--- src/common/aach_pkg.sv ---
package aach_pkg;
   // -----------------------------------------
   // register offsets
   // -----------------------------------------
   localparam logic [3:0] A_DATA = 4'h0;
   localparam logic [3:0] A_FEAT = 4'h1;
   localparam logic [3:0] A_SCNT = 4'h2;
   localparam logic [3:0] A_SNUM = 4'h3;
   localparam logic [3:0] A_CYLL = 4'h4;
   localparam logic [3:0] A_CYLH = 4'h5;
   localparam logic [3:0] A_DRVHD = 4'h6;
   localparam logic [3:0] A_CMD = 4'h7;
   localparam logic [3:0] A_ERR = 4'h8;
   localparam logic [3:0] A_INT_STS = 4'h9;
   localparam logic [3:0] A_INT_MSK = 4'ha;
   // -----------------------------------------
   // command codes
   // -----------------------------------------
   localparam logic [7:0] CMD_PM_A = 8'h98;
   localparam logic [7:0] CMD_PM_B = 8'he5;
   localparam logic [7:0] CMD_ERASE = 8'hc0;
   localparam logic [7:0] CMD_DIAG = 8'h90;
   localparam logic [7:0] CMD_FLUSH = 8'he7;
   localparam logic [7:0] CMD_IDENT = 8'hec;
   // -----------------------------------------
   // result values
   // -----------------------------------------
   localparam logic [7:0] PM_STANDBY = 8'h00;
   localparam logic [7:0] PM_IDLE = 8'hff;
   localparam logic [7:0] DIAG_OK = 8'h01;
   localparam logic [7:0] DIAG_FMT = 8'h02;
   localparam logic [7:0] DIAG_BUF = 8'h03;
   localparam logic [7:0] DIAG_ECC = 8'h04;
   localparam logic [7:0] DIAG_CPU = 8'h05;
   // -----------------------------------------
   // field positions
   // -----------------------------------------
   localparam int ST_BSY = 7;
   localparam int ST_DRDY = 6;
   localparam int ST_DF = 5;
   localparam int ST_DSC = 4;
   localparam int ST_DRQ = 3;
   localparam int ST_ERR = 0;
   localparam int ER_ABRT = 2;
   localparam int ER_SLAVE = 7;
   localparam int DH_LBA = 6;
   localparam int DH_DRV = 4;
   localparam int INT_DONE = 0;
   localparam int INT_DRQ = 1;
   localparam int INT_ERR = 2;
   // -----------------------------------------
   // reset values and counts
   // -----------------------------------------
   localparam logic [7:0] TF_RESET = 8'h00;
   localparam logic [7:0] SCNT_RESET = 8'h01;
   localparam logic [2:0] INT_RESET = 3'h0;
   localparam logic [7:0] IDENT_LAST = 8'hff;
   localparam logic [8:0] ERASE_FULL = 9'h100;

   typedef enum logic [2:0] {
      ST_IDLE = 3'b000,
      ST_DECODE = 3'b001,
      ST_RUN = 3'b011,
      ST_FINISH = 3'b010,
      ST_XFER = 3'b110
   } aach_state_t;
endpackage

--- src/rtl/aach_cmd_handler.sv ---
module aach_cmd_handler (
   input wire logic clk_sys_i,
   input wire logic rst_i,
   input wire logic [3:0] addr_i,
   input wire logic [15:0] wdata_i,
   input wire logic we_i,
   input wire logic re_i,
   output logic [15:0] rdata_o,
   output logic intrq_o,
   input wire logic dev_slave_i,
   input wire logic pm_standby_i,
   input wire logic cache_sup_i,
   output logic flush_req_o,
   input wire logic flush_done_i,
   output logic diag_req_o,
   input wire logic diag_done_i,
   input wire logic [3:0] diag_fail_i,
   input wire logic slave_fail_i,
   output logic erase_req_o,
   output logic [27:0] erase_addr_o,
   output logic erase_lba_o,
   input wire logic erase_ack_i,
   input wire logic erase_fault_i,
   input wire logic [27:0] lba_total_i
);
   aach_pkg::aach_state_t state_reg;
   logic [7:0] cmd_reg;
   logic [7:0] feat_reg;
   logic [7:0] scnt_reg;
   logic [7:0] snum_reg;
   logic [7:0] cyll_reg;
   logic [7:0] cylh_reg;
   logic [7:0] drvhd_reg;
   logic [7:0] err_reg;
   logic df_reg;
   logic errbit_reg;
   logic [7:0] word_idx_reg;
   logic [2:0] int_sts_reg;
   logic [2:0] int_sts_next;
   logic [2:0] int_msk_reg;
   logic [15:0] rdata_reg;
   logic flush_req_reg;
   logic diag_req_reg;
   logic erase_start;
   logic erase_done;
   logic erase_fault;
   logic [15:0] ident_word;
   logic busy;
   logic drq;
   logic cmd_wr;
   logic cmd_accept;
   logic data_rd;
   logic finish_ok;
   logic abort;
   logic [7:0] status;

   // ----------------------------------------
   // helpers
   // ----------------------------------------
   function automatic logic [7:0] diag_code(input logic [3:0] fail);
      logic [7:0] code;
      code = aach_pkg::DIAG_OK;
      if (fail[0]) begin
         code = aach_pkg::DIAG_FMT;
      end else if (fail[1]) begin
         code = aach_pkg::DIAG_BUF;
      end else if (fail[2]) begin
         code = aach_pkg::DIAG_ECC;
      end else if (fail[3]) begin
         code = aach_pkg::DIAG_CPU;
      end
      return code;
   endfunction

   function automatic logic is_pm(input logic [7:0] c);
      return (c == aach_pkg::CMD_PM_A) || (c == aach_pkg::CMD_PM_B);
   endfunction

   // ----------------------------------------
   // bus decode
   // ----------------------------------------
   assign busy = (state_reg != aach_pkg::ST_IDLE) && (state_reg != aach_pkg::ST_XFER);
   assign drq = (state_reg == aach_pkg::ST_XFER);
   assign cmd_wr = we_i && (addr_i == aach_pkg::A_CMD);
   // the other drive's commands pass by; diagnostic is taken by both
   assign cmd_accept = cmd_wr && (state_reg == aach_pkg::ST_IDLE) &&
      ((drvhd_reg[aach_pkg::DH_DRV] == dev_slave_i) || (wdata_i[7:0] == aach_pkg::CMD_DIAG));
   assign data_rd = re_i && drq && (addr_i == aach_pkg::A_DATA);
   assign abort = (state_reg == aach_pkg::ST_DECODE) && !is_pm(cmd_reg) &&
      (cmd_reg != aach_pkg::CMD_ERASE) && (cmd_reg != aach_pkg::CMD_DIAG) &&
      (cmd_reg != aach_pkg::CMD_IDENT) &&
      ((cmd_reg != aach_pkg::CMD_FLUSH) || !cache_sup_i);
   assign finish_ok = (state_reg == aach_pkg::ST_FINISH);

   // ----------------------------------------
   // command sequencer
   // ----------------------------------------
   always_ff @(posedge clk_sys_i or posedge rst_i) begin
      if (rst_i) begin
         state_reg <= aach_pkg::ST_IDLE;
         cmd_reg <= aach_pkg::TF_RESET;
      end else begin
         case (state_reg)
            aach_pkg::ST_IDLE: begin
               if (cmd_accept) begin
                  cmd_reg <= wdata_i[7:0];
                  state_reg <= aach_pkg::ST_DECODE;
               end
            end
            aach_pkg::ST_DECODE: begin
               if (is_pm(cmd_reg) || abort) begin
                  state_reg <= aach_pkg::ST_FINISH;
               end else if (cmd_reg == aach_pkg::CMD_IDENT) begin
                  state_reg <= aach_pkg::ST_XFER;
               end else begin
                  state_reg <= aach_pkg::ST_RUN;
               end
            end
            aach_pkg::ST_RUN: begin
               // busy stays up until the engine behind the command reports back
               if ((cmd_reg == aach_pkg::CMD_ERASE && erase_done) ||
                   (cmd_reg == aach_pkg::CMD_DIAG && diag_done_i) ||
                   (cmd_reg == aach_pkg::CMD_FLUSH && flush_done_i)) begin
                  state_reg <= aach_pkg::ST_FINISH;
               end
            end
            aach_pkg::ST_FINISH: begin
               state_reg <= aach_pkg::ST_IDLE;
            end
            aach_pkg::ST_XFER: begin
               if (data_rd && word_idx_reg == aach_pkg::IDENT_LAST) begin
                  state_reg <= aach_pkg::ST_IDLE;
               end
            end
            default: begin
               state_reg <= aach_pkg::ST_IDLE;
            end
         endcase
      end
   end

   // ----------------------------------------
   // task file
   // ----------------------------------------
   // writes while busy are dropped so a running command keeps its parameters
   always_ff @(posedge clk_sys_i or posedge rst_i) begin
      if (rst_i) begin
         feat_reg <= aach_pkg::TF_RESET;
         snum_reg <= aach_pkg::TF_RESET;
         cyll_reg <= aach_pkg::TF_RESET;
         cylh_reg <= aach_pkg::TF_RESET;
         drvhd_reg <= aach_pkg::TF_RESET;
      end else if (we_i && !busy) begin
         case (addr_i)
            aach_pkg::A_FEAT: feat_reg <= wdata_i[7:0];
            aach_pkg::A_SNUM: snum_reg <= wdata_i[7:0];
            aach_pkg::A_CYLL: cyll_reg <= wdata_i[7:0];
            aach_pkg::A_CYLH: cylh_reg <= wdata_i[7:0];
            aach_pkg::A_DRVHD: drvhd_reg <= wdata_i[7:0];
            default: begin
            end
         endcase
      end
   end

   always_ff @(posedge clk_sys_i or posedge rst_i) begin
      if (rst_i) begin
         scnt_reg <= aach_pkg::SCNT_RESET;
      end else if (state_reg == aach_pkg::ST_DECODE && is_pm(cmd_reg)) begin
         scnt_reg <= pm_standby_i ? aach_pkg::PM_STANDBY : aach_pkg::PM_IDLE;
      end else if (we_i && !busy && addr_i == aach_pkg::A_SCNT) begin
         scnt_reg <= wdata_i[7:0];
      end
   end

   // ----------------------------------------
   // error and fault results
   // ----------------------------------------
   always_ff @(posedge clk_sys_i or posedge rst_i) begin
      if (rst_i) begin
         err_reg <= aach_pkg::TF_RESET;
         errbit_reg <= 1'b0;
         df_reg <= 1'b0;
      end else if (cmd_accept) begin
         err_reg <= aach_pkg::TF_RESET;
         errbit_reg <= 1'b0;
         df_reg <= 1'b0;
      end else if (abort) begin
         err_reg[aach_pkg::ER_ABRT] <= 1'b1;
         errbit_reg <= 1'b1;
      end else if (state_reg == aach_pkg::ST_RUN && cmd_reg == aach_pkg::CMD_DIAG && diag_done_i) begin
         err_reg <= diag_code(diag_fail_i);
         // only the master folds in the slave's outcome
         if (!dev_slave_i) begin
            err_reg[aach_pkg::ER_SLAVE] <= slave_fail_i;
         end
      end else if (erase_done && erase_fault) begin
         df_reg <= 1'b1;
         errbit_reg <= 1'b1;
      end
   end

   // ----------------------------------------
   // engines
   // ----------------------------------------
   always_ff @(posedge clk_sys_i or posedge rst_i) begin
      if (rst_i) begin
         flush_req_reg <= 1'b0;
         diag_req_reg <= 1'b0;
      end else begin
         flush_req_reg <= (state_reg == aach_pkg::ST_DECODE) &&
            (cmd_reg == aach_pkg::CMD_FLUSH) && cache_sup_i;
         diag_req_reg <= (state_reg == aach_pkg::ST_DECODE) &&
            (cmd_reg == aach_pkg::CMD_DIAG);
      end
   end

   assign flush_req_o = flush_req_reg;
   assign diag_req_o = diag_req_reg;
   assign erase_start = (state_reg == aach_pkg::ST_DECODE) && (cmd_reg == aach_pkg::CMD_ERASE);
   assign erase_lba_o = drvhd_reg[aach_pkg::DH_LBA];

   aach_erase_seq u_erase (
      .clk_sys_i(clk_sys_i),
      .rst_i(rst_i),
      .start_i(erase_start),
      .first_addr_i({drvhd_reg[3:0], cylh_reg, cyll_reg, snum_reg}),
      .count_i(scnt_reg),
      .ack_i(erase_ack_i),
      .fault_i(erase_fault_i),
      .req_o(erase_req_o),
      .addr_o(erase_addr_o),
      .done_o(erase_done),
      .fault_o(erase_fault)
   );

   // ----------------------------------------
   // identify data
   // ----------------------------------------
   always_ff @(posedge clk_sys_i or posedge rst_i) begin
      if (rst_i) begin
         word_idx_reg <= 8'h00;
      end else if (state_reg == aach_pkg::ST_DECODE) begin
         word_idx_reg <= 8'h00;
      end else if (data_rd) begin
         word_idx_reg <= word_idx_reg + 8'h01;
      end
   end

   aach_ident_rom u_ident (
      .word_idx_i(word_idx_reg),
      .lba_total_i(lba_total_i),
      .word_o(ident_word)
   );

   // ----------------------------------------
   // interrupt
   // ----------------------------------------
   // raised on the same edge that drops busy, so results are already stable
   always_comb begin
      int_sts_next = 3'h0;
      int_sts_next[aach_pkg::INT_DONE] = finish_ok;
      int_sts_next[aach_pkg::INT_DRQ] = (state_reg == aach_pkg::ST_DECODE) &&
         (cmd_reg == aach_pkg::CMD_IDENT);
      int_sts_next[aach_pkg::INT_ERR] = finish_ok && (errbit_reg || df_reg);
   end

   // a new event in the clearing read's cycle survives
   always_ff @(posedge clk_sys_i or posedge rst_i) begin
      if (rst_i) begin
         int_sts_reg <= aach_pkg::INT_RESET;
      end else if (re_i && addr_i == aach_pkg::A_INT_STS) begin
         int_sts_reg <= int_sts_next;
      end else begin
         int_sts_reg <= int_sts_reg | int_sts_next;
      end
   end

   always_ff @(posedge clk_sys_i or posedge rst_i) begin
      if (rst_i) begin
         int_msk_reg <= aach_pkg::INT_RESET;
      end else if (we_i && addr_i == aach_pkg::A_INT_MSK) begin
         int_msk_reg <= wdata_i[2:0];
      end
   end

   assign intrq_o = |(int_sts_reg & int_msk_reg);

   // ----------------------------------------
   // read back
   // ----------------------------------------
   always_comb begin
      status = 8'h00;
      status[aach_pkg::ST_BSY] = busy;
      status[aach_pkg::ST_DRDY] = !busy;
      status[aach_pkg::ST_DSC] = !busy;
      status[aach_pkg::ST_DF] = df_reg;
      status[aach_pkg::ST_DRQ] = drq;
      status[aach_pkg::ST_ERR] = errbit_reg;
   end

   always_ff @(posedge clk_sys_i or posedge rst_i) begin
      if (rst_i) begin
         rdata_reg <= 16'h0000;
      end else if (re_i) begin
         case (addr_i)
            aach_pkg::A_DATA: rdata_reg <= drq ? ident_word : 16'h0000;
            aach_pkg::A_FEAT: rdata_reg <= {8'h00, feat_reg};
            aach_pkg::A_SCNT: rdata_reg <= {8'h00, scnt_reg};
            aach_pkg::A_SNUM: rdata_reg <= {8'h00, snum_reg};
            aach_pkg::A_CYLL: rdata_reg <= {8'h00, cyll_reg};
            aach_pkg::A_CYLH: rdata_reg <= {8'h00, cylh_reg};
            aach_pkg::A_DRVHD: rdata_reg <= {8'h00, drvhd_reg};
            aach_pkg::A_CMD: rdata_reg <= {8'h00, status};
            aach_pkg::A_ERR: rdata_reg <= {8'h00, err_reg};
            aach_pkg::A_INT_STS: rdata_reg <= {13'h0, int_sts_reg};
            aach_pkg::A_INT_MSK: rdata_reg <= {13'h0, int_msk_reg};
            default: rdata_reg <= 16'h0000;
         endcase
      end else begin
         rdata_reg <= 16'h0000;
      end
   end

   assign rdata_o = rdata_reg;
endmodule

--- src/rtl/aach_ident_rom.sv ---
module aach_ident_rom (
   input wire logic [7:0] word_idx_i,
   input wire logic [27:0] lba_total_i,
   output logic [15:0] word_o
);
   localparam logic [15:0] W_CONFIG = 16'h044a;
   localparam logic [15:0] W_BUFTYPE = 16'h0002;
   localparam logic [15:0] W_BUFSIZE = 16'h0002;
   localparam logic [15:0] W_MULT = 16'h8001;
   localparam logic [15:0] W_CAP = 16'h0f00;
   localparam logic [15:0] W_CAP2 = 16'h4000;
   localparam logic [15:0] W_PIO = 16'h0200;
   localparam logic [15:0] W_VALID = 16'h0007;
   localparam logic [15:0] W_APIO = 16'h0003;
   localparam logic [15:0] W_CYCLE = 16'h0078;
   localparam logic [15:0] W_SATACAP = 16'h0006;
   localparam logic [15:0] W_SATAFEAT = 16'h0008;
   localparam logic [15:0] W_VERSION = 16'h0080;

   // anything not listed reads zero, so reserved words and bits stay clear
   always_comb begin
      case (word_idx_i)
         8'h00: word_o = W_CONFIG;
         8'h07: word_o = {4'h0, lba_total_i[27:16]};
         8'h08: word_o = lba_total_i[15:0];
         8'h14: word_o = W_BUFTYPE;
         8'h15: word_o = W_BUFSIZE;
         8'h2f: word_o = W_MULT;
         8'h31: word_o = W_CAP;
         8'h32: word_o = W_CAP2;
         8'h33: word_o = W_PIO;
         8'h35: word_o = W_VALID;
         8'h3c: word_o = lba_total_i[15:0];
         8'h3d: word_o = {4'h0, lba_total_i[27:16]};
         8'h40: word_o = W_APIO;
         8'h41, 8'h42, 8'h43, 8'h44: word_o = W_CYCLE;
         8'h4c: word_o = W_SATACAP;
         8'h4e: word_o = W_SATAFEAT;
         8'h50: word_o = W_VERSION;
         default: word_o = 16'h0000;
      endcase
   end
endmodule

--- src/rtl/aach_erase_seq.sv ---
module aach_erase_seq (
   input wire logic clk_sys_i,
   input wire logic rst_i,
   input wire logic start_i,
   input wire logic [27:0] first_addr_i,
   input wire logic [7:0] count_i,
   input wire logic ack_i,
   input wire logic fault_i,
   output logic req_o,
   output logic [27:0] addr_o,
   output logic done_o,
   output logic fault_o
);
   logic active_reg;
   logic [8:0] remain_reg;
   logic [27:0] addr_reg;
   logic done_reg;
   logic fault_reg;

   // ----------------------------------------
   // sector walk
   // ----------------------------------------
   // a count of zero means the full 256 sectors
   always_ff @(posedge clk_sys_i or posedge rst_i) begin
      if (rst_i) begin
         active_reg <= 1'b0;
         remain_reg <= 9'h000;
         addr_reg <= 28'h0000000;
         done_reg <= 1'b0;
         fault_reg <= 1'b0;
      end else begin
         done_reg <= 1'b0;
         if (start_i) begin
            active_reg <= 1'b1;
            addr_reg <= first_addr_i;
            remain_reg <= (count_i == 8'h00) ? aach_pkg::ERASE_FULL : {1'b0, count_i};
            fault_reg <= 1'b0;
         end else if (active_reg && ack_i) begin
            addr_reg <= addr_reg + 28'h0000001;
            remain_reg <= remain_reg - 9'h001;
            // a fault stops the walk so the host sees it at once
            if (fault_i || remain_reg == 9'h001) begin
               active_reg <= 1'b0;
               done_reg <= 1'b1;
               fault_reg <= fault_i;
            end
         end
      end
   end

   assign req_o = active_reg;
   assign addr_o = addr_reg;
   assign done_o = done_reg;
   assign fault_o = fault_reg;
endmodule

--- config.mk ---
export PLATFORM = sky130hd
export DESIGN_NAME = aach_cmd_handler
export DESIGN_NICKNAME = d
export VERILOG_FILES = /design/src/common/aach_pkg.sv /design/src/rtl/aach_cmd_handler.sv /design/src/rtl/aach_ident_rom.sv /design/src/rtl/aach_erase_seq.sv
export SDC_FILE = /design/constraint.sdc
export NUM_CORES = 1
export LEC_CHECK = 0
export BUFFER_PORTS_ARGS = -buffer_cell sky130_fd_sc_hd__buf_4
export CAP_MARGIN = 20
export CORE_AREA = 2 2 122 124
export CTS_CLUSTER_DIAMETER = 60
export DETAILED_ROUTE_END_ITERATION = 12
export DIE_AREA = 0 0 124 126
export PLACE_DENSITY = 0.75
export SKIP_LAST_GASP = 1
export SLEW_MARGIN = 5
export SYNTH_ARGS = -nofsm -noshare
export SYNTH_HDL_FRONTEND = slang
export SYNTH_HIERARCHICAL = 1
export SYNTH_SLANG_ARGS = --single-unit
--- constraint.sdc ---
create_clock -name clk_sys_i -period 9 [get_ports clk_sys_i]
set_input_delay 1.8 -clock clk_sys_i [delete_from_list [all_inputs] [get_ports clk_sys_i]]
set_output_delay 1.8 -clock clk_sys_i [all_outputs]
set_load 0.02 [all_outputs]
==> run_results.csv <==
group,metric,value,unit
run_status,outcome,"finished clean",
logic_synthesis,seq_area_frac_synth,0.4408,
clock_tree,cts-root-buf,"clkbuf_16",
logic_synthesis,synth_top_family_by_area,"simple AND/OR/NAND/NOR gates",
logic_synthesis,synth_top_cells_by_area,"dfrtp_1 (44%), mux2_1 (7.2%), nand2_1 (2.9%), mux2i_1 (2.7%), o21ai_0 (2.3%)",
global_route,globalRouteOverflowTotal,0,
logic_synthesis,syn_area_per_cell,10.41,sq um
logic_synthesis,syn_area,7780,sq um
critical_path,critPathTopFamily,"compound AO/OA/AOI/OAI gates",
global_route,grt_antenna_before_repair,0,
power_and_ir_drop,power_density,192.1,nW/um^2
sta,timing.hold.ws,490.9,ps
worst_hold_path,min-delay-start,"feat_reg[3]$_DFFE_PP0P_",
logic_synthesis,yosys.area_share.simple,0.2235,
sta,fin_crit_sh,0.3976,
critical_path,rrSetupSlack,5800,ps
critical_path,critical_path.cell_chain,"buf_4, nor2b_1, a221oi_1, a2111oi_0, a31o_1",
power_and_ir_drop,peakVddDrop,0.1382,mV
logic_synthesis,ys.flop_type,"dfrtp_1",
critical_path,r2r_end,"u_erase/addr_o[26]$_DFFE_PP0P_",
placed_design,placedCellCount,994,
floorplan,die_y,126,um
floorplan,num_rows,44,
critical_path,cp-startpoint,"addr_i[0]",
logic_synthesis,yosysWarningCount,6,
placed_design,gp_congestion,0.9257,
logic_synthesis,synth_mux_area_frac,0.1139,
placed_design,io_buffers,104,
clock_tree,insertion_delay,430,ps
clock_tree,cts_tree,"yes",
clock_tree,cts.sinks,137,
route,drc_errors,0,
route,wirelength,21360,um
global_route,grt_max_degree,73,
global_route,grt_pass1_wl,34070,um
layout,final_area,9244,sq um
logic_synthesis,ys_types,100,
global_route,grt_usage,0.2834,
logic_synthesis,synth_top_area_frac,0.4374,
route,viasPerCell,6.344,
logic_synthesis,synth_fp_nets,815,
clock_tree,clkTransAtPathRegs,60,ps
critical_path,r2r-start,"cmd_reg[0]$_DFFE_PP0P_",
clock_tree,post_cts_buffers,0,
floorplan,core,14310,sq um
route,ant_nets,0,
sta,final-setup-viol-count,0,
critical_path,startpoint_type,"input port",
placed_design,place_area,8568,sq um
floorplan,start_util,0.5435,
critical_path,path_max_fanout,33,
critical_path,crit_buf_inv,1,
global_route,grt_pass1_vias,6426,
sta,max-slew-margin-rel,0.3810,
layout,final_nets,898,
route,dr_total_vias,6515,
sta,max_freq,279.5,MHz
sta,fin_crit,3578,ps
clock_tree,ctsHoldBuffers,0,
sta,fin_tns_setup,0,ps
critical_path,crit_arrival,3940,ps
floorplan,io_pins,113,
clock_tree,cts_resized,0,
critical_path,critical_path.max_stage_delay,810,ps
route,post_drt_wl_per_cell,20.80,um
logic_synthesis,synth_top_area_cell,"dfrtp_1",
critical_path,critPathCapture,"rdata_o[4]$_DFF_PP0_",
logic_synthesis,synth_cells,747,
floorplan,dieArea,15620,sq um
logic_synthesis,synth-edff-count,0,
sta,clock-skew-final,7.901,ps
layout,drive_above_1_share,0.2254,
critical_path,crit_type,"input port to register",
layout,n_antenna_cell,0,
clock_tree,numCtsBuffers,17,
clock_tree,clockBufferDepth,2,
power_and_ir_drop,power_leakage,4.021,nW
critical_path,cp.depth,5,
logic_synthesis,synthArstFlopShare,1.000,
layout,register_area,3430,sq um
route,drt-initial-drc-count,666,
logic_synthesis,synthXorXnorAreaFrac,0.03361,
route,firstDrtPassIters,5,
layout,final_cells,1027,
logic_synthesis,synthAdderAreaFrac,0.006433,
layout,largest_register_ffs,28,
floorplan,die_w,124,um
clock_tree,htreeDepth,4,
placed_design,post-dp-hpwl,14950,um
critical_path,cp-end-kind,"register",
logic_synthesis,ys_ff_latch,137,
sta,drv_slew,0,
critical_path,slowest_stage,"a2111oi_0",
layout,multi_input_area,4039,sq um
layout,final_util,0.6458,
logic_synthesis,synth-compound-area-share,0.1410,
sta,max_slew.worst_pin.slew,928.5,ps
critical_path,r2r_cells,7,
flow_run,drv_cap,0,
worst_hold_path,hold_class,"register to register",
layout,synthToLayoutAreaGrowth,18.82,%
sta,grt_setup_unrepaired,"no",
critical_path,cp_data_required_time,9360,ps
sta,report.final.hold_viol_count,0,
layout,fill_cells,1146,
[synthesized netlist by cell type, types with 4 or more instances]
cell type / number
a21oi_1: 21
a221o_1: 9
a221oi_1: 4
a22o_1: 5
a31oi_1: 16
and2_1: 12
and3_1: 14
and3b_1: 4
buf_2: 19
buf_6: 4
clkbuf_1: 14
dfrtp_1: 136
ha_1: 4
inv_1: 14
mux2_1: 50
mux2_2: 8
mux2i_1: 21
nand2_1: 60
nand2b_1: 6
nand3_1: 24
nand3b_1: 8
nand4_1: 14
nand4b_1: 4
nor2_1: 39
nor2b_1: 8
nor3_1: 13
nor4_1: 8
nor4b_1: 5
o211ai_1: 4
o21ai_0: 36
o2bb2ai_1: 4
o31ai_1: 9
or2_2: 5
or3_1: 7
or4_1: 14
xnor2_1: 16
xor2_1: 12
[worst register-to-register path: cells and delay by family, from the launching register on]
family          cells  cell delay (ps)
simple gates        3              720
compound gates      2              620
flops               1              470
buf+inv             2             1270
[metrics by stage]
step	total power (W)	setup slack (ps)
after CTS	0.001781	5523
after detailed placement	0.0009880	5147
after global routing	0.001838	5357
after floorplan	0.0008935	4668
final	0.001776	5422
after global placement	0.0009783	5199
[final cells by class]
cell class / instances / area share
clock buffer: 19 / 0.04900
clock inverter: 13 / 0.02328
inverter: 15 / 0.006362
multi-input combinational: 550 / 0.4369
sequential: 137 / 0.3710
tap: 184 / 0.02491
timing repair buffer: 109 / 0.08852
[per-layer routing]
layer / vias up / GRT usage / wire (um)
li1: 2972 / - / -
met1: 3259 / 0.3915 / 9147
met2: 238 / 0.4402 / 10330
met3: 46 / 0.05299 / 1224
met4: 0 / 0.1163 / 652
met5: - / 0 / 0
[worst min path at each step]
stage	cells after the start	endpoint	slack, ps
floorplan	1	drvhd_reg[7]$_DFFE_PP0P_	450
CTS	1	feat_reg[3]$_DFFE_PP0P_	490
global route	1	drvhd_reg[7]$_DFFE_PP0P_	510
finish	1	feat_reg[3]$_DFFE_PP0P_	490
detailed placement	1	feat_reg[3]$_DFFE_PP0P_	480
global placement	1	drvhd_reg[7]$_DFFE_PP0P_	460
[power breakdown]
part	internal [W]	switching, W
sequential	0.000679	0.0000806
clock	0.000510	0.000283
combinational	0.000110	0.000115
total	0.00130	0.000478
[cell usage in the layout (no fill, tap or decap), drive strengths merged, types with 16 or more instances in the layout]
cell,n
nand3,26
clkbuf,19
dfrtp,136
inv,17
nand2,63
a21oi,22
mux2,58
a31oi,16
nor2,39
xnor2,16
nand4,17
o21ai,38
buf,109
mux2i,21
[logic make-up after synthesis]
group,count (synthesis)
xor gates and xnor gates,29
and+or+nand+nor,283
muxes,80
buffers and inverters,60
adders and majority gates,4
DFF,137
AOI/OAI and AO/OA,154
Note: power is estimated with default switching activity, not from simulation.
